### src/hdl/sspt_pkg.sv
// Constants for the second synchronous serial port: register map, field layout,
// reset values and enable strap positions.
// Assumes a 16-bit on-chip peripheral bus with 24-bit byte addresses.
package sspt_pkg;
  // Decode window of the port
  localparam logic [23:0] WIN_BASE = 24'h00e800;
  localparam logic [23:0] WIN_LAST = 24'h00e8ff;
  // Register byte addresses
  localparam logic [23:0] OFS_CON  = 24'h00e800;
  localparam logic [23:0] OFS_BAUD = 24'h00e802;
  localparam logic [23:0] OFS_TXB  = 24'h00e804;
  localparam logic [23:0] OFS_RXB  = 24'h00e806;
  // Control view bit positions (width field sits in bits 3..0)
  localparam int CB_HB   = 4;
  localparam int CB_PH   = 5;
  localparam int CB_PO   = 6;
  localparam int CB_TEN  = 8;
  localparam int CB_REN  = 9;
  localparam int CB_PEN  = 10;
  localparam int CB_BEN  = 11;
  localparam int CB_AREN = 12;
  localparam int CB_MS   = 14;
  localparam int CB_EN   = 15;
  // Status view bit positions (bit count sits in bits 3..0)
  localparam int SB_TE  = 8;
  localparam int SB_RE  = 9;
  localparam int SB_PE  = 10;
  localparam int SB_BE  = 11;
  localparam int SB_BSY = 12;
  // Enable bits in the system and peripheral enable registers
  localparam int SYS_PBUS_BIT = 2;
  localparam int PERX_BIT     = 8;
  // Reset values and writable bits of the control view
  localparam logic [15:0] CON_RST   = 16'h0000;
  localparam logic [15:0] BAUD_RST  = 16'h0000;
  localparam logic [15:0] CON_WMASK = 16'hdf7f;
  // Cycles after a latching edge in which a data change is a phase error
  localparam logic [1:0]  PE_WIN    = 2'h2;
  // Core clock rate
  localparam int CORE_CLK_MHZ = 250;
  // Transfer engine states
  typedef enum logic [1:0] {
    S_IDLE  = 2'b01,
    S_SHIFT = 2'b10
  } sspt_state_t;
endpackage : sspt_pkg

### src/hdl/sspt_port.sv
// Second synchronous serial port: transmit FIFO and the port engine with its
// register slave. Assumes pins reach it through port logic that resolves the
// enables; enable register bits come from same-clock logic.
`timescale 1ns/1ps

// Transmit holding FIFO; DEPTH must be a power of two so pointers wrap freely
module sspt_fifo #(
  parameter int W     = 16,
  parameter int DEPTH = 16,
  parameter int AW    = $clog2(DEPTH)
) (
  input  wire logic         core_clk,
  input  wire logic         reset,
  input  wire logic         in_valid,
  output logic              in_ready,
  input  wire logic [W-1:0] in_data,
  output logic              out_valid,
  input  wire logic         out_ready,
  output logic [W-1:0]      out_data
);
  typedef struct packed {
    logic [DEPTH-1:0][W-1:0] mem;  // Word storage
    logic [AW-1:0]           wp;   // Write pointer
    logic [AW-1:0]           rp;   // Read pointer
    logic [AW:0]             cnt;  // Fill level
  } sspt_fifo_t;
  sspt_fifo_t st_r;
  sspt_fifo_t st_nxt;
  logic       push;
  logic       pop;

  // Honest full and empty from the fill level
  assign in_ready  = st_r.cnt != (AW+1)'(DEPTH);
  assign out_valid = st_r.cnt != '0;
  assign out_data  = st_r.mem[st_r.rp];
  assign push      = in_valid && in_ready;
  assign pop       = out_valid && out_ready;

  // Next state of storage and pointers
  always_comb
  begin
    st_nxt = st_r;
    if (push)
    begin
      st_nxt.mem[st_r.wp] = in_data;
      st_nxt.wp           = st_r.wp + 1'b1;
    end
    if (pop)
      st_nxt.rp = st_r.rp + 1'b1;
    st_nxt.cnt = st_r.cnt + (AW+1)'(push) - (AW+1)'(pop);
  end

  // State register
  always_ff @(posedge core_clk)
  begin
    if (reset)
      st_r <= '0;
    else
      st_r <= st_nxt;
  end
endmodule : sspt_fifo

module sspt_port #(
  parameter int FIFO_DEPTH = 16
) (
  input  wire logic        core_clk,
  input  wire logic        reset,
  input  wire logic [15:0] system_config_reg,
  input  wire logic [15:0] periph_enable_reg,
  input  wire logic        open_drain_sel,
  input  wire logic        bus_sel,
  input  wire logic        bus_wr,
  input  wire logic        bus_rd,
  input  wire logic [23:0] bus_addr,
  input  wire logic [15:0] bus_wdata,
  output logic [15:0]      bus_rdata,
  output logic             bus_ack,
  output logic             txbuf_ready,
  input  wire logic        shift_clock_line_i,
  output logic             shift_clock_line_o,
  output logic             shift_clock_line_oe_n,
  input  wire logic        master_out_line_i,
  output logic             master_out_line_o,
  output logic             master_out_line_oe_n,
  input  wire logic        master_in_line_i,
  output logic             master_in_line_o,
  output logic             master_in_line_oe_n,
  output logic             tx_irq,
  output logic             rx_irq,
  output logic             err_irq
);
  typedef struct packed {
    sspt_pkg::sspt_state_t state;  // Transfer engine state
    logic [15:0] con;       // Control bits
    logic [15:0] baud_rl;   // Baud reload value
    logic [15:0] baud_cnt;  // Baud down counter
    logic [15:0] sh;        // Transmit shift register
    logic [15:0] rxsh;      // Receive shift register
    logic [15:0] rxbuf;     // Receive holding buffer
    logic [15:0] rdata;     // Bus read data
    logic [4:0]  lat;       // Bits latched in this frame
    logic [1:0]  pe_win;    // Phase check window after a latch
    logic [18:0] per;       // Slave clock period meter
    logic te, re, pe, be;   // Error flags
    logic rx_full, loaded, sck, chg_d, ack, tx_irq, rx_irq, err_irq, txrdy;
    logic sck_s1, sck_s2, sck_s3, mo_s1, mo_s2, mo_s3, mi_s1, mi_s2, mi_s3;
    logic mo_o, mi_o, sck_oe_n, mo_oe_n, mi_oe_n;
  } sspt_regs_t;

  localparam sspt_regs_t ST_RST = '{state: sspt_pkg::S_IDLE, con: sspt_pkg::CON_RST,
    baud_rl: sspt_pkg::BAUD_RST, mo_o: 1'b1, mi_o: 1'b1, sck_oe_n: 1'b1,
    mo_oe_n: 1'b1, mi_oe_n: 1'b1, default: '0};

  sspt_regs_t  st_r;
  sspt_regs_t  st_nxt;
  logic        op_en, in_win, wr_con, wr_baud, wr_txb, rd_rxb;
  logic        en, ms, ph, po, hb, tick, lead, trail, latch_ev, shift_ev;
  logic        din, chg, start, done, pop, bit_o;
  logic        te_set, re_set, pe_set, be_set;
  logic [4:0]  w;
  logic [15:0] msk, rx_n, stat;
  logic [18:0] lim;
  logic        f_iready, f_ovalid;
  logic [15:0] f_odata;

  // Transmit words queue here while the shift register is busy
  sspt_fifo #(
    .W     (16),
    .DEPTH (FIFO_DEPTH)
  ) u_txq (
    .core_clk  (core_clk),
    .reset     (reset),
    .in_valid  (wr_txb),
    .in_ready  (f_iready),
    .in_data   (bus_wdata),
    .out_valid (f_ovalid),
    .out_ready (pop),
    .out_data  (f_odata)
  );

  // Decode of the window and of the mapped words
  assign in_win  = bus_sel && bus_addr >= sspt_pkg::WIN_BASE
                   && bus_addr <= sspt_pkg::WIN_LAST;
  assign wr_con  = in_win && bus_wr && bus_addr == sspt_pkg::OFS_CON;
  assign wr_baud = in_win && bus_wr && bus_addr == sspt_pkg::OFS_BAUD;
  assign wr_txb  = in_win && bus_wr && bus_addr == sspt_pkg::OFS_TXB;
  assign rd_rxb  = in_win && bus_rd && bus_addr == sspt_pkg::OFS_RXB;
  // Control fields
  assign en = st_r.con[sspt_pkg::CB_EN];
  assign ms = st_r.con[sspt_pkg::CB_MS];
  assign ph = st_r.con[sspt_pkg::CB_PH];
  assign po = st_r.con[sspt_pkg::CB_PO];
  assign hb = st_r.con[sspt_pkg::CB_HB];
  assign w  = {1'b0, st_r.con[3:0]} + 5'h1;
  assign msk = 16'hffff >> (5'h10 - w);
  assign op_en = en && system_config_reg[sspt_pkg::SYS_PBUS_BIT]
                 && periph_enable_reg[sspt_pkg::PERX_BIT];

  // Engine, baud generator, error checks and register slave
  always_comb
  begin
    st_nxt = st_r;
    st_nxt.ack = 1'b0;
    st_nxt.tx_irq = 1'b0;
    st_nxt.rx_irq = 1'b0;
    st_nxt.err_irq = 1'b0;
    lead = 1'b0;
    trail = 1'b0;
    tick = 1'b0;
    start = 1'b0;
    done = 1'b0;
    te_set = 1'b0;
    re_set = 1'b0;
    pe_set = 1'b0;
    be_set = 1'b0;
    rx_n = st_r.rxsh;
    lim = 19'(st_r.baud_rl) + 19'h1;
    // Two-stage synchronisers, third stage only for edge detection
    st_nxt.sck_s1 = shift_clock_line_i;
    st_nxt.sck_s2 = st_r.sck_s1;
    st_nxt.sck_s3 = st_r.sck_s2;
    st_nxt.mo_s1 = master_out_line_i;
    st_nxt.mo_s2 = st_r.mo_s1;
    st_nxt.mo_s3 = st_r.mo_s2;
    st_nxt.mi_s1 = master_in_line_i;
    st_nxt.mi_s2 = st_r.mi_s1;
    st_nxt.mi_s3 = st_r.mi_s2;
    // Master listens on the in line, slave on the out line
    din = ms ? st_r.mi_s2 : st_r.mo_s2;
    chg = ms ? (st_r.mi_s2 != st_r.mi_s3) : (st_r.mo_s2 != st_r.mo_s3);
    st_nxt.chg_d = chg;
    // Half-bit tick every reload+1 cycles; stopped counter shows reload
    if (op_en && st_r.baud_cnt == 16'h0)
    begin
      st_nxt.baud_cnt = st_r.baud_rl;
      tick = 1'b1;
    end
    else if (op_en)
      st_nxt.baud_cnt = st_r.baud_cnt - 16'h1;
    else
      st_nxt.baud_cnt = st_r.baud_rl;
    // Edge sources: own ticks as master, synchronised pin as slave
    if (ms && st_r.state == sspt_pkg::S_SHIFT && tick)
    begin
      st_nxt.sck = ~st_r.sck;
      lead = st_r.sck == po;
      trail = !lead;
    end
    else if (!ms && op_en && st_r.sck_s2 != st_r.sck_s3)
    begin
      lead = st_r.sck_s2 != po;
      trail = !lead;
    end
    latch_ev = ph ? lead : trail;
    shift_ev = ph ? trail : lead;
    pop = op_en && st_r.state == sspt_pkg::S_IDLE && !st_r.loaded && f_ovalid
          && !lead;
    unique case (st_r.state)
      sspt_pkg::S_IDLE:
      begin
        // Preload the shift register from the holding FIFO
        if (pop)
        begin
          st_nxt.sh = f_odata;
          st_nxt.loaded = 1'b1;
          st_nxt.tx_irq = 1'b1;
        end
        if (op_en && ((ms && st_r.loaded) || (!ms && lead)))
        begin
          start = 1'b1;
          te_set = !ms && !st_r.loaded;  // Old contents go out
          st_nxt.loaded = 1'b0;
          st_nxt.lat = 5'h0;
          st_nxt.per = 19'h0;
          st_nxt.state = sspt_pkg::S_SHIFT;
        end
      end
      sspt_pkg::S_SHIFT:
      begin
        st_nxt.per = st_r.per + 19'h1;
        if (!ms && lead)
        begin
          // Slave period check: more than twice or less than half
          be_set = st_r.per > (lim << 2) || st_r.per < lim;
          st_nxt.per = 19'h0;
        end
      end
    endcase
    // Shifting and latching, also on the slave edge that opens a frame
    if (st_r.state == sspt_pkg::S_SHIFT || (start && !ms))
    begin
      if (latch_ev)
      begin
        rx_n = hb ? {st_r.rxsh[14:0], din} : {din, st_r.rxsh[15:1]};
        st_nxt.lat = st_r.lat + 5'h1;
        st_nxt.pe_win = sspt_pkg::PE_WIN;
        pe_set = chg || st_r.chg_d;
      end
      else if (st_r.pe_win != 2'h0)
      begin
        st_nxt.pe_win = st_r.pe_win - 2'h1;
        pe_set = chg;
      end
      // In phase 0 the first bit is already on the line before the first edge
      if (shift_ev && !(!ph && st_r.lat == 5'h0))
        st_nxt.sh = hb ? {st_r.sh[14:0], 1'b0} : {1'b0, st_r.sh[15:1]};
      st_nxt.rxsh = rx_n;
      done = trail && st_nxt.lat == w;
    end
    if (done)
    begin
      st_nxt.rxbuf = hb ? (rx_n & msk) : (rx_n >> (5'h10 - w));
      st_nxt.sh = st_nxt.rxbuf;
      st_nxt.rx_irq = 1'b1;
      st_nxt.state = sspt_pkg::S_IDLE;
      re_set = st_r.rx_full && !rd_rxb;
    end
    // Automatic reset on a baud rate error, and stop while disabled
    if (!op_en || (be_set && st_r.con[sspt_pkg::CB_AREN]))
    begin
      st_nxt.state = sspt_pkg::S_IDLE;
      st_nxt.lat = 5'h0;
      st_nxt.sck = po;
    end
    // Receive buffer: a completion in the read cycle keeps it full
    st_nxt.rx_full = (rd_rxb ? 1'b0 : st_r.rx_full) | done;
    // Error flags: software writes while enabled, a new event wins
    st_nxt.te = ((wr_con && en) ? bus_wdata[sspt_pkg::SB_TE] : st_r.te) | te_set;
    st_nxt.re = ((wr_con && en) ? bus_wdata[sspt_pkg::SB_RE] : st_r.re) | re_set;
    st_nxt.pe = ((wr_con && en) ? bus_wdata[sspt_pkg::SB_PE] : st_r.pe) | pe_set;
    st_nxt.be = ((wr_con && en) ? bus_wdata[sspt_pkg::SB_BE] : st_r.be) | be_set;
    st_nxt.err_irq = (te_set && st_r.con[sspt_pkg::CB_TEN])
                     || (re_set && st_r.con[sspt_pkg::CB_REN])
                     || (pe_set && st_r.con[sspt_pkg::CB_PEN])
                     || (be_set && st_r.con[sspt_pkg::CB_BEN]);
    // Control writes: full set when disabled, only enable and mode when running
    if (wr_con && !en)
      st_nxt.con = bus_wdata & sspt_pkg::CON_WMASK;
    else if (wr_con)
    begin
      st_nxt.con[sspt_pkg::CB_EN] = bus_wdata[sspt_pkg::CB_EN];
      st_nxt.con[sspt_pkg::CB_MS] = bus_wdata[sspt_pkg::CB_MS];
    end
    // Reload may only change while disabled; writes when enabled are dropped
    if (wr_baud && !en)
      st_nxt.baud_rl = bus_wdata;
    // Status view of the control address
    stat = 16'h0;
    stat[sspt_pkg::CB_EN] = 1'b1;
    stat[sspt_pkg::CB_MS] = ms;
    stat[sspt_pkg::SB_BSY] = st_r.state == sspt_pkg::S_SHIFT;
    stat[sspt_pkg::SB_BE] = st_r.be;
    stat[sspt_pkg::SB_PE] = st_r.pe;
    stat[sspt_pkg::SB_RE] = st_r.re;
    stat[sspt_pkg::SB_TE] = st_r.te;
    stat[3:0] = st_r.lat[3:0];
    // Read mux; unmapped words in the window read zero
    if (in_win && (bus_rd || bus_wr))
    begin
      st_nxt.ack = 1'b1;
      st_nxt.rdata = 16'h0;
      if (bus_rd && bus_addr == sspt_pkg::OFS_CON)
        st_nxt.rdata = en ? stat : st_r.con;
      else if (bus_rd && bus_addr == sspt_pkg::OFS_BAUD)
        st_nxt.rdata = en ? st_r.baud_cnt : st_r.baud_rl;
      else if (rd_rxb)
        st_nxt.rdata = st_r.rxbuf;
    end
    st_nxt.txrdy = f_iready;
    // Pins follow the next shift value so data meets the registered clock edge;
    // on the closing edge they hold, so the far side keeps hold time on the last bit
    if (done)
      bit_o = ms ? st_r.mo_o : st_r.mi_o;
    else
      bit_o = hb ? st_nxt.sh[4'(w - 5'h1)] : st_nxt.sh[0];
    st_nxt.mo_o = (op_en && ms) ? bit_o : 1'b1;
    st_nxt.mi_o = (op_en && !ms) ? bit_o : 1'b1;
    st_nxt.sck_oe_n = !(op_en && ms);
    // Open drain drives only zeros so a shared half-duplex line works
    st_nxt.mo_oe_n = (op_en && ms) ? (open_drain_sel && bit_o) : 1'b1;
    st_nxt.mi_oe_n = (op_en && !ms) ? (open_drain_sel && bit_o) : 1'b1;
  end

  // State register
  always_ff @(posedge core_clk)
  begin
    if (reset)
      st_r <= ST_RST;
    else
      st_r <= st_nxt;
  end

  // Outputs straight from the state register
  assign bus_rdata             = st_r.rdata;
  assign bus_ack               = st_r.ack;
  assign txbuf_ready           = st_r.txrdy;
  assign shift_clock_line_o    = st_r.sck;
  assign shift_clock_line_oe_n = st_r.sck_oe_n;
  assign master_out_line_o     = st_r.mo_o;
  assign master_out_line_oe_n  = st_r.mo_oe_n;
  assign master_in_line_o      = st_r.mi_o;
  assign master_in_line_oe_n   = st_r.mi_oe_n;
  assign tx_irq                = st_r.tx_irq;
  assign rx_irq                = st_r.rx_irq;
  assign err_irq               = st_r.err_irq;

  // Checks on the engine
  property p_win;
    @(posedge core_clk) disable iff (reset) bus_ack |-> $past(in_win);
  endproperty
  a_win: assert property (p_win) else $error("ack outside window");
  property p_en;
    @(posedge core_clk) disable iff (reset)
      st_r.state == sspt_pkg::S_SHIFT |-> $past(op_en);
  endproperty
  a_en: assert property (p_en) else $error("shifting while not enabled");
  property p_mclk;
    @(posedge core_clk) disable iff (reset) $past(op_en && ms) |-> !shift_clock_line_oe_n;
  endproperty
  a_mclk: assert property (p_mclk) else $error("master not driving clock");
  property p_sdir;
    @(posedge core_clk) disable iff (reset)
      $past(op_en && !ms) |-> shift_clock_line_oe_n && master_out_line_oe_n;
  endproperty
  a_sdir: assert property (p_sdir) else $error("slave drives master lines");
  property p_pol;
    @(posedge core_clk) disable iff (reset) $past(!op_en) |-> st_r.sck == $past(po);
  endproperty
  a_pol: assert property (p_pol) else $error("idle clock level wrong");
  property p_rd9;
    @(posedge core_clk) disable iff (reset)
      $past(in_win && bus_rd && bus_addr == sspt_pkg::OFS_CON && !en)
      |-> bus_rdata == $past(st_r.con);
  endproperty
  a_rd9: assert property (p_rd9) else $error("control view wrong");
  property p_rd10;
    @(posedge core_clk) disable iff (reset)
      $past(in_win && bus_rd && bus_addr == sspt_pkg::OFS_CON && en)
      |-> bus_rdata[15] && bus_rdata[12] == $past(st_r.state == sspt_pkg::S_SHIFT);
  endproperty
  a_rd10: assert property (p_rd10) else $error("status view wrong");
  property p_baud;
    @(posedge core_clk) disable iff (reset)
      op_en && st_r.baud_cnt == 16'h0 |=> st_r.baud_cnt == $past(st_r.baud_rl);
  endproperty
  a_baud: assert property (p_baud) else $error("baud reload missed");
  property p_load;
    @(posedge core_clk) disable iff (reset) $past(pop) |-> st_r.loaded && st_r.tx_irq;
  endproperty
  a_load: assert property (p_load) else $error("holding word not loaded");
  property p_done;
    @(posedge core_clk) disable iff (reset)
      rx_irq |-> st_r.rx_full && st_r.lat == $past(w);
  endproperty
  a_done: assert property (p_done) else $error("frame length wrong");
endmodule : sspt_port

### config.mk
export PLATFORM = sky130hd
export DESIGN_NAME = sspt_port
export DESIGN_NICKNAME = d
export VERILOG_FILES = /design/src/hdl/sspt_pkg.sv /design/src/hdl/sspt_port.sv
export SDC_FILE = /design/constraint.sdc
export NUM_CORES = 1
export LEC_CHECK = 0
export ABC_AREA = 1
export BUFFER_PORTS_ARGS = -buffer_cell sky130_fd_sc_hd__clkbuf_2
export CAP_MARGIN = 20
export CORE_UTILIZATION = 50
export CTS_CLUSTER_DIAMETER = 30
export DETAILED_ROUTE_END_ITERATION = 10
export MAX_ROUTING_LAYER = met4
export PLACE_DENSITY = 0.7
export SLEW_MARGIN = 20
export SYNTH_ARGS = -nofsm -noshare
export SYNTH_HDL_FRONTEND = slang
export SYNTH_SLANG_ARGS = --single-unit
### constraint.sdc
create_clock -name core_clk -period 3.2 [get_ports core_clk]
set_clock_uncertainty 0.1 [all_clocks]
set_input_delay 0.64 -clock core_clk [delete_from_list [all_inputs] [get_ports core_clk]]
set_output_delay 0.64 -clock core_clk [all_outputs]
set_load 0.01 [all_outputs]
* Yosys cells after proc, flatten, opt, wreduce, memory -nomap -nowiden *
Index checks and enable logic that the tools add are counted.

word-level totals
  word-level logic and storage cells = 255
  output and inout port bits = 27
  register bits = 434
  bits of input ports = 81

operators by class
  add/sub/neg operators = 12
  equal/unequal tests = 14
  order comparisons = 8
  muxes and demuxes = 71
  reductions and logical operators = 80
  shifts and indexed selects = 2
  bitwise logic cells = 10

operators with widths
  cell                   number
  $mux 16                18
  $bwmux 256             1
  $eq 24x16->1 const B   4
  $bmux 16 s4            1
  $demux 16 s4           1
  $logic_and 1x1->1      44
  $mux 19                2
  $pmux 19 s2            1
  $mux 1                 36
  $mux 32                1
  $ge 24x16->1 const B   1
  $le 24x16->1 const B   1
  $mux 5                 4
  $add 19x1->19 const B  1
  $gt 19x19->1           1
  $lt 19x17->1           1
  $add 16x1->17 const B  1
  $and 16x16->16         1
  $logic_not 16->1       1
  $shr 16x5->16          1
  $shr 16x5->16 const A  1
  $sub 16x1->16 const B  1
  $lt 4x5->1 const B     3
  $logic_not 1->1        11
  other kinds (28)       59

* Logic depth before layout (Yosys ltp) *
Gate-level depths: netlist (run 1).

  depth after elaboration = 23
  depth in mapped cells = 32

* Modules after synthesis *
From an unflattened synthesis (run 1), not the netlist that was laid out.

unflattened totals
  cell total of the unflattened synthesis = 3999
  area, all modules = 24800.0 um^2

modules (own cells, without submodules)
  module     seq. area each (um^2)  instances  cells an instance  area an instance (um^2)
  sspt_fifo  5385.2                 1          2342               13904.6
  sspt_port  3303.2                 1          1657               10895.4

* Worst setup path before layout (run 1) *
No wires, ideal clock.

  kind = register -> register
  start = register st_r[149] (netlist name)
  end = register st_r (netlist bit master_in_line_oe_n)
  setup time = 0.121 ns
  arrival time = 3.340 ns
  stages on the path, launching flop included = 28
  buffers on the path = 2
  path slack = -0.361 ns
  period minus slack after synthesis = 3.561 ns
  required time = 2.979 ns
  path through = dfxtp_1 inv_1 clkbuf_1 clkbuf_1 ha_1 nor2_1 inv_1 nor2_1 xor2_1 inv_1 nand2_1 inv_1 nand2_1 a21oi_1 nand4_1 nand2_1 nand2_1 nand2_1 nor2_1 nand3_1 nand2_1 inv_1 a21oi_2 nand2_1 nand2_2 nand2_2 nand2_2 nand2_1

between the ends
  word-level cells in the longest chain between the ends = 11
  elaborated cells on any way between the ends = 16
  those cells by class = add/sub: 3; eq/ne: 1; shift: 2; mux: 7; bitwise: 1; reduce/logical: 2

ends and longest elaborated chain
  element                       line                                RTL
  start, declared               sspt_port.sv:114                    sspt_regs_t st_r;
  start signal, assigned        sspt_port.sv:350                    st_r <= st_nxt;
  $add 4x1->5 *                 sspt_port.sv:154                    assign w = {1'b0, st_r.con[3:0]} + 5'h1;
  $sub 5x5->5                   sspt_port.sv:155, sspt_port.sv:272
  $shr 16x5->16                 sspt_port.sv:155                    assign msk = 16'hffff >> (5'h10 - w);
  $and 16x16->16                sspt_port.sv:272                    st_nxt.rxbuf = hb ? (rx_n & msk) : (rx_n >> (5'h10 - w));
  $mux 16                       sspt_port.sv:272
  $mux 16                       sspt_port.sv:270                    if (done)
  $bmux 1 s4                    sspt_port.sv:335                    bit_o = hb ? st_nxt.sh[4'(w - 5'h1)] : st_nxt.sh[0];
  $mux 1 (implied by the code)  sspt_port.sv:335
  $mux 1                        sspt_port.sv:335
  $mux 1 *                      sspt_port.sv:332                    if (done)
  $logic_and 1x1->1 *           sspt_port.sv:341                    st_nxt.mi_oe_n = (op_en && !ms) ? (open_drain_sel && bit_o) : 1'b1;

Mark *: on every way between the ends. The rest lies on a longest branch, timed or not. The select of a mux whose other input is x is not followed.
A chain may end at the register's enable or synchronous reset.

* Worst setup path after layout (run 1) *
  start = register st_r[117] (netlist name)
  end = register st_r (netlist bit master_in_line_oe_n)

between the ends
  word-level cells in the longest chain between the ends = 21
  elaborated cells on any way between the ends = 40
  those cells by class = eq/ne: 1; shift: 1; mux: 24; bitwise: 1; reduce/logical: 13

ends and longest elaborated chain
  element                                line                                RTL
  $logic_not 16->1 *                     sspt_port.sv:193                    if (op_en && st_r.baud_cnt == 16'h0)
  $logic_and 1x1->1 *                    sspt_port.sv:193
  $mux 1 *                               sspt_port.sv:193
  $logic_and 1x1->1 *                    sspt_port.sv:203                    if (ms && st_r.state == sspt_pkg::S_SHIFT && tick)
  $mux 1                                 sspt_port.sv:203
  $logic_and 1x1->1                      sspt_port.sv:228                    if (op_en && ((ms && st_r.loaded) || (!ms && lead)))
  $logic_or 1x1->1                       sspt_port.sv:228
  $logic_and 1x1->1                      sspt_port.sv:228
  [... 5 more ...]                       -
  $shr 16x5->16 (tied with other cells)  sspt_port.sv:272
  $mux 16 or $mux 1 (tied branches)      sspt_port.sv:272, sspt_port.sv:250
  $mux 16                                sspt_port.sv:270
  $bmux 1 s4                             sspt_port.sv:335
  $mux 1 (implied by the code)           sspt_port.sv:335
  $mux 1                                 sspt_port.sv:335
  $mux 1 *                               sspt_port.sv:332
  $logic_and 1x1->1 *                    sspt_port.sv:341

Marks and branches as above.

==> Implementation_results.wiki, run 1 <==
{| class="wikitable"
! Metric !! Value
|-
| Critical Path Source Type || flop
|-
| Required @ worst endpoint || roughly 3.6 ns
|-
| Setup violation total in the final timing report || 13
|-
| Relative area change from synthesis to final layout || 33.0%
|-
| Number of different library cells in the post-synthesis netlist || 58
|-
| Mapped Area || ~0.022 sq mm
|-
| Leakage power || 0.0122 uW
|-
| Number of DRC markers in iteration 0 || 2529
|-
| Average size of a mapped cell || 7.04 sq um
|-
| Buffer depth of the longest clock path || 3
|-
| Initial antenna violation count || 0
|-
| Reg2Reg Depth || 32
|-
| Via-to-Cell Ratio || 5.90
|-
| CTS sink cnt || 434
|-
| Chip Height || 212 um
|-
| Via count of the routed design || ~24000
|-
| Share of post-route cells with drive strength above 1 || 0.219
|-
| Largest vdd supply drop || ~0.49 mV
|-
| Nets in the synthesized netlist || ~3300
|-
| Crit Path Category || reg -> reg
|-
| Number of top-level pins || 108
|-
| Maximum net fanout on the critical path || 7
|-
| Violated checks || setup timing
|-
| Outcome || finished with violations
|-
| FFs w/ async S/R, synth || 0
|-
| Worst-path cell with the longest stage delay || sky130_fd_sc_hd__dfxtp_2
|-
| Number of search-and-repair iterations in the first detailed-routing pass || 6
|-
| Crit end category || flop
|-
| Library cell with the largest summed area after synthesis || sky130_fd_sc_hd__dfxtp_1
|-
| Clock insertion delay at the later pin of the skew report || roughly 0.65 ns
|-
| Final net count || 3514
|-
| Number of rows in the core area || between 70 and 80
|-
| Achievable clock frequency || between 0.2 and 0.3 GHz
|-
| Top_reg_cell synth || sky130_fd_sc_hd__dfxtp_1
|-
| Overall routed net length || 77.4 mm
|-
| Count of mapped cells out of synthesis || approximately 3100
|-
| Max Cap Violations || 0
|-
| Worst Hold Endpoint || master_in_line_oe_n
|-
| CP most frequent cell || sky130_fd_sc_hd__nand2_1
|-
| I/O Buffers || 77
|-
| Die W || between 200 and 250 um
|-
| Number of pins exceeding their max-slew limit in the final report || 0
|-
| Reg2Reg Setup Slack || -0.28 ns
|-
| Count of cells along the worst hold path || 3
|-
| Total negative slack || -2.52 ns
|-
| Overflow after GRT || 0
|-
| Max_slew headroom || 0.470
|-
| Unrepaired setup endpoints after global routing || true
|-
| Initial core utilization || 0.509
|-
| Final period util || 1.09
|-
| Clock tree root driver cell || sky130_fd_sc_hd__clkbuf_16
|-
| Wire length of the first global-routing pass || 120 mm
|-
| Vias in the first global route || between 20000 and 25000
|-
| Sequential fraction of the synthesis area || 0.396
|-
| Worst setup margin || -0.280 ns
|-
| Overall die area || about 0.045 sq mm
|-
| Critical R2R Capture || master_in_line_oe_n
|-
| Placed Cells || 3824
|-
| Clock Pin Slew Worst Setup and Hold Paths || 0.05 ns
|-
| Clock period minus final worst setup slack || 3.48 ns
|-
| ANT nets after route || 0
|-
| GP Congestion || 1.00
|-
| Layout Cells excl Fill || ~4000
|-
| Antenna diode count || 0
|-
| TritonCTS buffer count || 97
|-
| Worst endpoint data arrival time || 3.90 ns
|-
| DRC || 0
|-
| Number of synthesized flops with an enable pin || 0
|-
| Worst Hold Launch || open_drain_sel
|-
| Pin count of the biggest net entering global routing || 110
|-
| CTS tree || yes
|-
| Detailed Place HPWL || 49.8 mm
|-
| H-tree levels || 3
|-
| YS warnings || 0
|-
| Max stage delay on crit path || approximately 0.32 ns
|-
| Top area cells in the synthesized netlist || sky130_fd_sc_hd__dfxtp_1 40%, sky130_fd_sc_hd__o21ai_0 13%, sky130_fd_sc_hd__a21oi_1 8.9%
|-
| Origin of the critical flop-to-flop path || st_r[117]
|-
| Global-route usage over all layers || 0.348
|-
| Flops & latches, synth || between 400 and 500
|-
| Top cell type's share of synthesized area || 0.396
|-
| Average wire per standard cell || between 15 and 20 um
|-
| Final hold viol count || 0
|-
| Pwr/cell area || between 500 and 600 mW/mm^2
|-
| Worst Tran Pin Value || just under 0.8 ns
|-
| Core area || 0.0432 sq mm
|-
| Min-delay worst type || in -> reg
|}
per-stage QoR:
| step | hold slack (ns) | instance area [sq um] | power, uW | setup WS, ns | utilization |
|---|---|---|---|---|---|
| CTS | 0.0868 | 28700 | 16400 | -0.271 | 0.664 |
| global placement | 0.298 | 24600 | 5770 | -0.558 | 0.570 |
| global route | 0.102 | 29200 | 16700 | -0.485 | 0.677 |
| floorplan | 0.288 | 22000 | 5660 | 0.000771 | - |
| finish | 0.107 | 29200 | 16300 | -0.280 | 0.677 |
| detailed placement | 0.297 | 24600 | 5770 | -0.582 | 0.570 |
synth_stat cells (all sizes together), types with 10 or more instances:
cell	n
xor2	24
nor2	342
nor3	25
o211ai	25
nand2	419
clkbuf	191
inv	213
buf	43
xnor2	11
nand4	34
o22ai	77
a221oi	10
ha	57
a211oi	27
clkinv	23
nand3	151
o21ai	569
a21oi	393
dfxtp	434
area by class of cell:
cell class	count	area, sq um
fillers	3555	14000
multi-input cells	2221	12100
flip-flops and latches	434	8700
repair buffers	385	3190
clock buffers	116	2610
clock inverters	66	935
inverters	236	903
well taps	585	732
worst max-delay path, delay by kind of cell (launching register included):
family / cells / cell delay (ns)
buffers and inverters: 4 / 0.33
adders and majority gates: 1 / 0.15
DFF: 1 / 0.32
AOI/OAI and AO/OA: 1 / 0.14
and+or+nand+nor: 26 / 2.31
what timing repair did:
action | CTS | global route
hold buffers | 0 | 0
resized for setup | 79 | 97
endpoints found under the setup margin | 19 | 23
pin swaps | 49 | 62
setup buffers | 24 | 11
cloned | 6 | 2
sequential cells by signal, summed over array words and instances (netlist names):
name	cells
bus_ack	1
bus_rdata	16
en	1
err_irq	1
hb	1
master_in_line_o	1
master_in_line_oe_n	1
master_out_line_o	1
master_out_line_oe_n	1
ms	1
ph	1
po	1
rx_irq	1
shift_clock_line_o	1
shift_clock_line_oe_n	1
st_nxt	6
st_r	127
tx_irq	1
txbuf_ready	1
u_txq.st_r	269
cells in the final DEF, fill, tap and decap left out, types with 11 or more instances in the layout:
cell,instances
sky130_fd_sc_hd__o21ai_0,557
sky130_fd_sc_hd__dfxtp_1,426
sky130_fd_sc_hd__a21oi_1,383
sky130_fd_sc_hd__nand2_1,375
sky130_fd_sc_hd__nor2_1,303
sky130_fd_sc_hd__buf_4,264
sky130_fd_sc_hd__inv_1,195
sky130_fd_sc_hd__nand3_1,119
sky130_fd_sc_hd__clkbuf_16,100
sky130_fd_sc_hd__o22ai_1,77
sky130_fd_sc_hd__clkbuf_2,76
sky130_fd_sc_hd__ha_1,47
sky130_fd_sc_hd__nand4_1,34
sky130_fd_sc_hd__nand2_2,34
sky130_fd_sc_hd__buf_12,31
sky130_fd_sc_hd__nor2_2,28
sky130_fd_sc_hd__nand3_2,25
sky130_fd_sc_hd__a211oi_1,24
sky130_fd_sc_hd__nor3_1,22
sky130_fd_sc_hd__clkinv_1,21
sky130_fd_sc_hd__xor2_1,19
sky130_fd_sc_hd__o211ai_1,19
sky130_fd_sc_hd__clkinv_2,18
sky130_fd_sc_hd__bufinv_16,18
sky130_fd_sc_hd__clkinvlp_4,16
sky130_fd_sc_hd__inv_2,14
sky130_fd_sc_hd__nor2_4,11
report_power, final:
| group | total, uW | switching [uW] | leakage [uW] | internal, uW |
|---|---|---|---|---|
| combinational | 255 | 195 | 0.00696 | 59.2 |
| sequential | 5430 | 2.86 | 0.00350 | 5420 |
| clock | 10700 | 3360 | 0.00169 | 7290 |
| total | 16300 | 3560 | 0.0122 | 12800 |
worst max path at each step:
stage / from / endpoint / slack, ns / depth (start not counted)
finish: st_r[117] / master_in_line_oe_n / -0.28 / 32
detailed placement: st_r[133] / st_r[166] / -0.58 / 24
CTS: st_r[134] / st_r[52] / -0.27 / 23
global placement: st_r[134] / st_r[166] / -0.56 / 24
floorplan: periph_enable_reg[8] / u_txq.st_r[4] / 0.0008 / 22
global route: st_r[117] / master_in_line_oe_n / -0.49 / 32
metal layers:
metal  track usage  share of wire  vias to the layer above  wire length, um
met5             -              0                        -                0
met4         0.198          0.049                        0             3770
met3        0.0534          0.079                      197             6120
met2         0.548           0.46                     1185            35700
met1         0.426           0.41                    11273            31800
li1              -              -                    11211                -
kinds of logic (layout without fill, tap and decap cells):
| family | Yosys count | after routing | share of synthesized area |
|---|---|---|---|
| AOI/OAI and AO/OA | 1131 | 1131 | 0.275 |
| adders and majority gates | 58 | 58 | 0.0334 |
| xor gates and xnor gates | 35 | 35 | 0.0140 |
| buffers and inverters | 470 | 803 | 0.0859 |
| muxes | 1 | 1 | 0.000456 |
| and+or+nand+nor | 992 | 996 | 0.195 |
| DFF | 434 | 434 | 0.396 |
Note: power is estimated with default switching activity, not from simulation.
==> inputs of run 2 (changes only) <==
--- a/config.mk
+++ b/config.mk
@@ -8,11 +8,12 @@
 export ABC_AREA = 1
 export BUFFER_PORTS_ARGS = -buffer_cell sky130_fd_sc_hd__clkbuf_2
 export CAP_MARGIN = 20
-export CORE_UTILIZATION = 50
+export CORE_UTILIZATION = 56
+export CTS_BUF_LIST = sky130_fd_sc_hd__clkbuf_4 sky130_fd_sc_hd__clkbuf_8 sky130_fd_sc_hd__clkbuf_16
 export CTS_CLUSTER_DIAMETER = 30
 export DETAILED_ROUTE_END_ITERATION = 10
 export MAX_ROUTING_LAYER = met4
-export PLACE_DENSITY = 0.7
+export PLACE_DENSITY = 0.78
 export SLEW_MARGIN = 20
 export SYNTH_ARGS = -nofsm -noshare
 export SYNTH_HDL_FRONTEND = slang
==> Implementation_results.wiki, run 2 (synthesis gave the netlist of run 1 again) <==
{| class="wikitable"
! Metric !! Value
|-
| Critical R2R Capture || st_r[50]
|-
| Crit Path Category || reg -> reg
|-
| Clock insertion delay at the later pin of the skew report || 0.64 ns (about the same)
|-
| Vias in the first global route || 22757 (+1.3%)
|-
| Violated checks || setup timing
|-
| DRC || 0 (unchanged)
|-
| Unrepaired setup endpoints after global routing || true
|-
| Layout Cells excl Fill || 3991 (-1.3%)
|-
| Via-to-Cell Ratio || 6.11 (+3.6%)
|-
| Number of pins exceeding their max-slew limit in the final report || 0 (unchanged)
|-
| Buffer depth of the longest clock path || 3 (unchanged)
|-
| Worst Tran Pin Value || 0.811 ns (+0.0214 ns)
|-
| Crit end category || flop
|-
| Pin count of the biggest net entering global routing || 96 (-13%)
|-
| Origin of the critical flop-to-flop path || st_r[133]
|-
| Register name with the most flops || u_txq.st_r
|-
| Core area || 0.0386 sq mm (-10%)
|-
| Number of DRC markers in iteration 0 || 3009 (+19%)
|-
| Leakage power || 0.0122 uW (+0.16%)
|-
| Worst setup margin || -0.256 ns (+0.0242 ns)
|-
| Critical Path Source Type || flop
|-
| Setup violation total in the final timing report || 18 (+5)
|-
| Worst Hold Launch || master_in_line_i
|-
| Worst Hold Endpoint || st_nxt[6]
|-
| Overall die area || 0.0400 sq mm (-11%)
|-
| Total negative slack || -2.92 ns (-0.398 ns)
|-
| Share of post-route cells with drive strength above 1 || 0.236 (+0.0168)
|-
| Number of search-and-repair iterations in the first detailed-routing pass || 8 (+2)
|-
| Initial antenna violation count || 0 (unchanged)
|-
| Crit. Startpoint || st_r[133]
|-
| Sequential standard cell area || 0.00871 sq mm (about the same)
|-
| Final period util || 1.08 (-0.00757)
|-
| GP Congestion || 1.02 (+2.1%)
|-
| Min-delay worst type || in -> reg
|-
| Final net count || 3533 (+0.54%)
|-
| CTS tree || yes
|-
| Global-route usage over all layers || 0.401 (+0.0524)
|-
| Count of cells along the worst hold path || 3 (unchanged)
|-
| Max Cap Violations || 0 (unchanged)
|-
| Number of top-level pins || 108 (unchanged)
|-
| Clock period minus final worst setup slack || 3.46 ns (-0.0242 ns)
|-
| Achievable clock frequency || 0.289 GHz (+0.70%)
|-
| Max_slew headroom || 0.457 (-0.0127)
|-
| Clock Pin Slew Worst Setup and Hold Paths || 0.05 ns (about the same)
|-
| Number of rows in the core area || 72 (-5.3%)
|-
| Number of flip-flops in the largest register || 269 (unchanged)
|-
| I/O Buffers || 77 (unchanged)
|-
| Placed Cells || 3746 (-2.0%)
|-
| Clock tree root driver cell || sky130_fd_sc_hd__clkbuf_16
|-
| Commonest non-fill, non-tap cells in the layout || 553 x sky130_fd_sc_hd__o21ai_0, 423 x sky130_fd_sc_hd__dfxtp_1, 382 x sky130_fd_sc_hd__a21oi_1
|-
| Initial core utilization || 0.568 (+0.0596)
|-
| Reg2Reg Setup Slack || -0.26 ns (+0.02 ns)
|-
| Detailed Place HPWL || 49.9 mm (+0.26%)
|-
| Final hold viol count || 0 (unchanged)
|-
| CTS sink cnt || 434 (unchanged)
|-
| Wire length of the first global-routing pass || 121 mm (+1.4%)
|-
| Overall routed net length || 80.6 mm (+4.1%)
|-
| Relative area change from synthesis to final layout || 33.2%
|-
| Worst endpoint data arrival time || 3.89 ns (about the same)
|-
| H-tree levels || 3 (unchanged)
|-
| Via count of the routed design || 24402 (+2.2%)
|-
| Filler instances || 2850 (-20%)
|-
| Pwr/cell area || 536 mW/mm^2 (-4.1%)
|-
| Most frequent standard cell in the layout excluding fill and tap cells || sky130_fd_sc_hd__o21ai_0
|-
| Average wire per standard cell || 20.2 um (+5.5%)
|-
| Worst-case hold slack || 0.103 ns (-0.00385 ns)
|-
| Die W || 200 um (-5.5%)
|-
| Reg2Reg Depth || 23 (-28%)
|-
| Overflow after GRT || 0 (unchanged)
|-
| Maximum net fanout on the critical path || 6 (-1)
|-
| ANT nets after route || 0 (unchanged)
|-
| Largest vdd supply drop || 0.613 mV (+24%)
|-
| TritonCTS buffer count || 91 (-6.2%)
|-
| Area of the multi-input gates || 0.0123 sq mm (+1.4%)
|-
| Chip Height || 200 um (-5.5%)
|-
| Outcome || finished with violations
|-
| Required @ worst endpoint || 3.63 ns (about the same)
|}
[run 2: cell types whose count changed in the layout (fill, tap and decap cells not counted), sizes merged]
cell,before,now
buf,306,332
clkbuf,194,176
inv,221,236
bufinv,18,13
clkinvlp,16,13
diode,0,2
bufbuf,1,0
clkinv,47,46
[run 2: worst max-delay path by stage]
stage / endpoint / cells past startpoint / slack [ns]
2_1_floorplan: u_txq.st_r[4] / 22 / 0.0008
3_3_place_gp: st_r[48] / 22 / -0.67
3_5_place_dp: st_r[50] / 23 / -0.84
4_1_cts: st_r[51] / 21 / -0.24
5_1_grt: master_in_line_oe_n / 26 / -0.46
6_report: st_r[50] / 23 / -0.26
[run 2: final cells by class]
class	instances	area share
timing repair buffer	410	0.116
tap	518	0.0221
multi-input combinational	2221	0.421
antenna	2	0.000171
clock buffer	98	0.0809
inverter	236	0.0307
clock inverter	72	0.0318
sequential	434	0.298
[run 2: layer usage]
metal / routed length, um / global-route usage
met2: 37400 / 0.634
met1: 31200 / 0.475
met3: 7080 / 0.0654
met4: 4900 / 0.255
met5: 0 / -
[run 2: timing repair]
item | CTS | global route
pin swaps | 36 | 72
buffers inserted | 48 | 26
hold buffers | 0 | 0
gates resized for setup | 110 | 123
setup endpoints to repair | 14 | 26
gates cloned | 4 | 2
[run 2: worst max-delay path, stage by stage (launching register included)]
cell                       delay [ns]
sky130_fd_sc_hd__dfxtp_4         0.36
sky130_fd_sc_hd__ha_4            0.14
sky130_fd_sc_hd__nand3_2         0.08
sky130_fd_sc_hd__nor2_1          0.10
sky130_fd_sc_hd__nand2_1         0.09
sky130_fd_sc_hd__nor2_2          0.15
sky130_fd_sc_hd__nand3_2         0.11
sky130_fd_sc_hd__nor2_2          0.11
sky130_fd_sc_hd__inv_2           0.05
sky130_fd_sc_hd__nor3_2          0.14
sky130_fd_sc_hd__nand2_1         0.12
sky130_fd_sc_hd__xor2_2          0.24
sky130_fd_sc_hd__ha_4            0.24
sky130_fd_sc_hd__a21oi_2         0.13
sky130_fd_sc_hd__nor2_1          0.06
sky130_fd_sc_hd__a211oi_2        0.26
sky130_fd_sc_hd__o21ai_2         0.11
sky130_fd_sc_hd__o41ai_4         0.06
sky130_fd_sc_hd__nand2_2         0.16
sky130_fd_sc_hd__nand2_4         0.11
sky130_fd_sc_hd__o21ai_4         0.08
sky130_fd_sc_hd__nor2_4          0.13
sky130_fd_sc_hd__inv_4           0.08
sky130_fd_sc_hd__a21oi_2         0.12
[run 2: power breakdown]
group          internal, uW  switching [uW]  leakage, uW
combinational          57.8             196      0.00709
sequential             5420            2.89      0.00350
clock                  6540            3470      0.00158
total                 12000            3670       0.0122
[run 2: stage by stage]
stage / power, uW / cell area (sq um) / setup WS, ns / utilization
global route: 16000 / 29300 / -0.456 / 0.757
floorplan: 5660 / 22000 / 0.000771 / -
finish: 15700 / 29300 / -0.256 / 0.757
CTS: 15700 / 28600 / -0.237 / 0.740
global placement: 5770 / 24500 / -0.669 / 0.633
detailed placement: 5770 / 24500 / -0.840 / 0.633
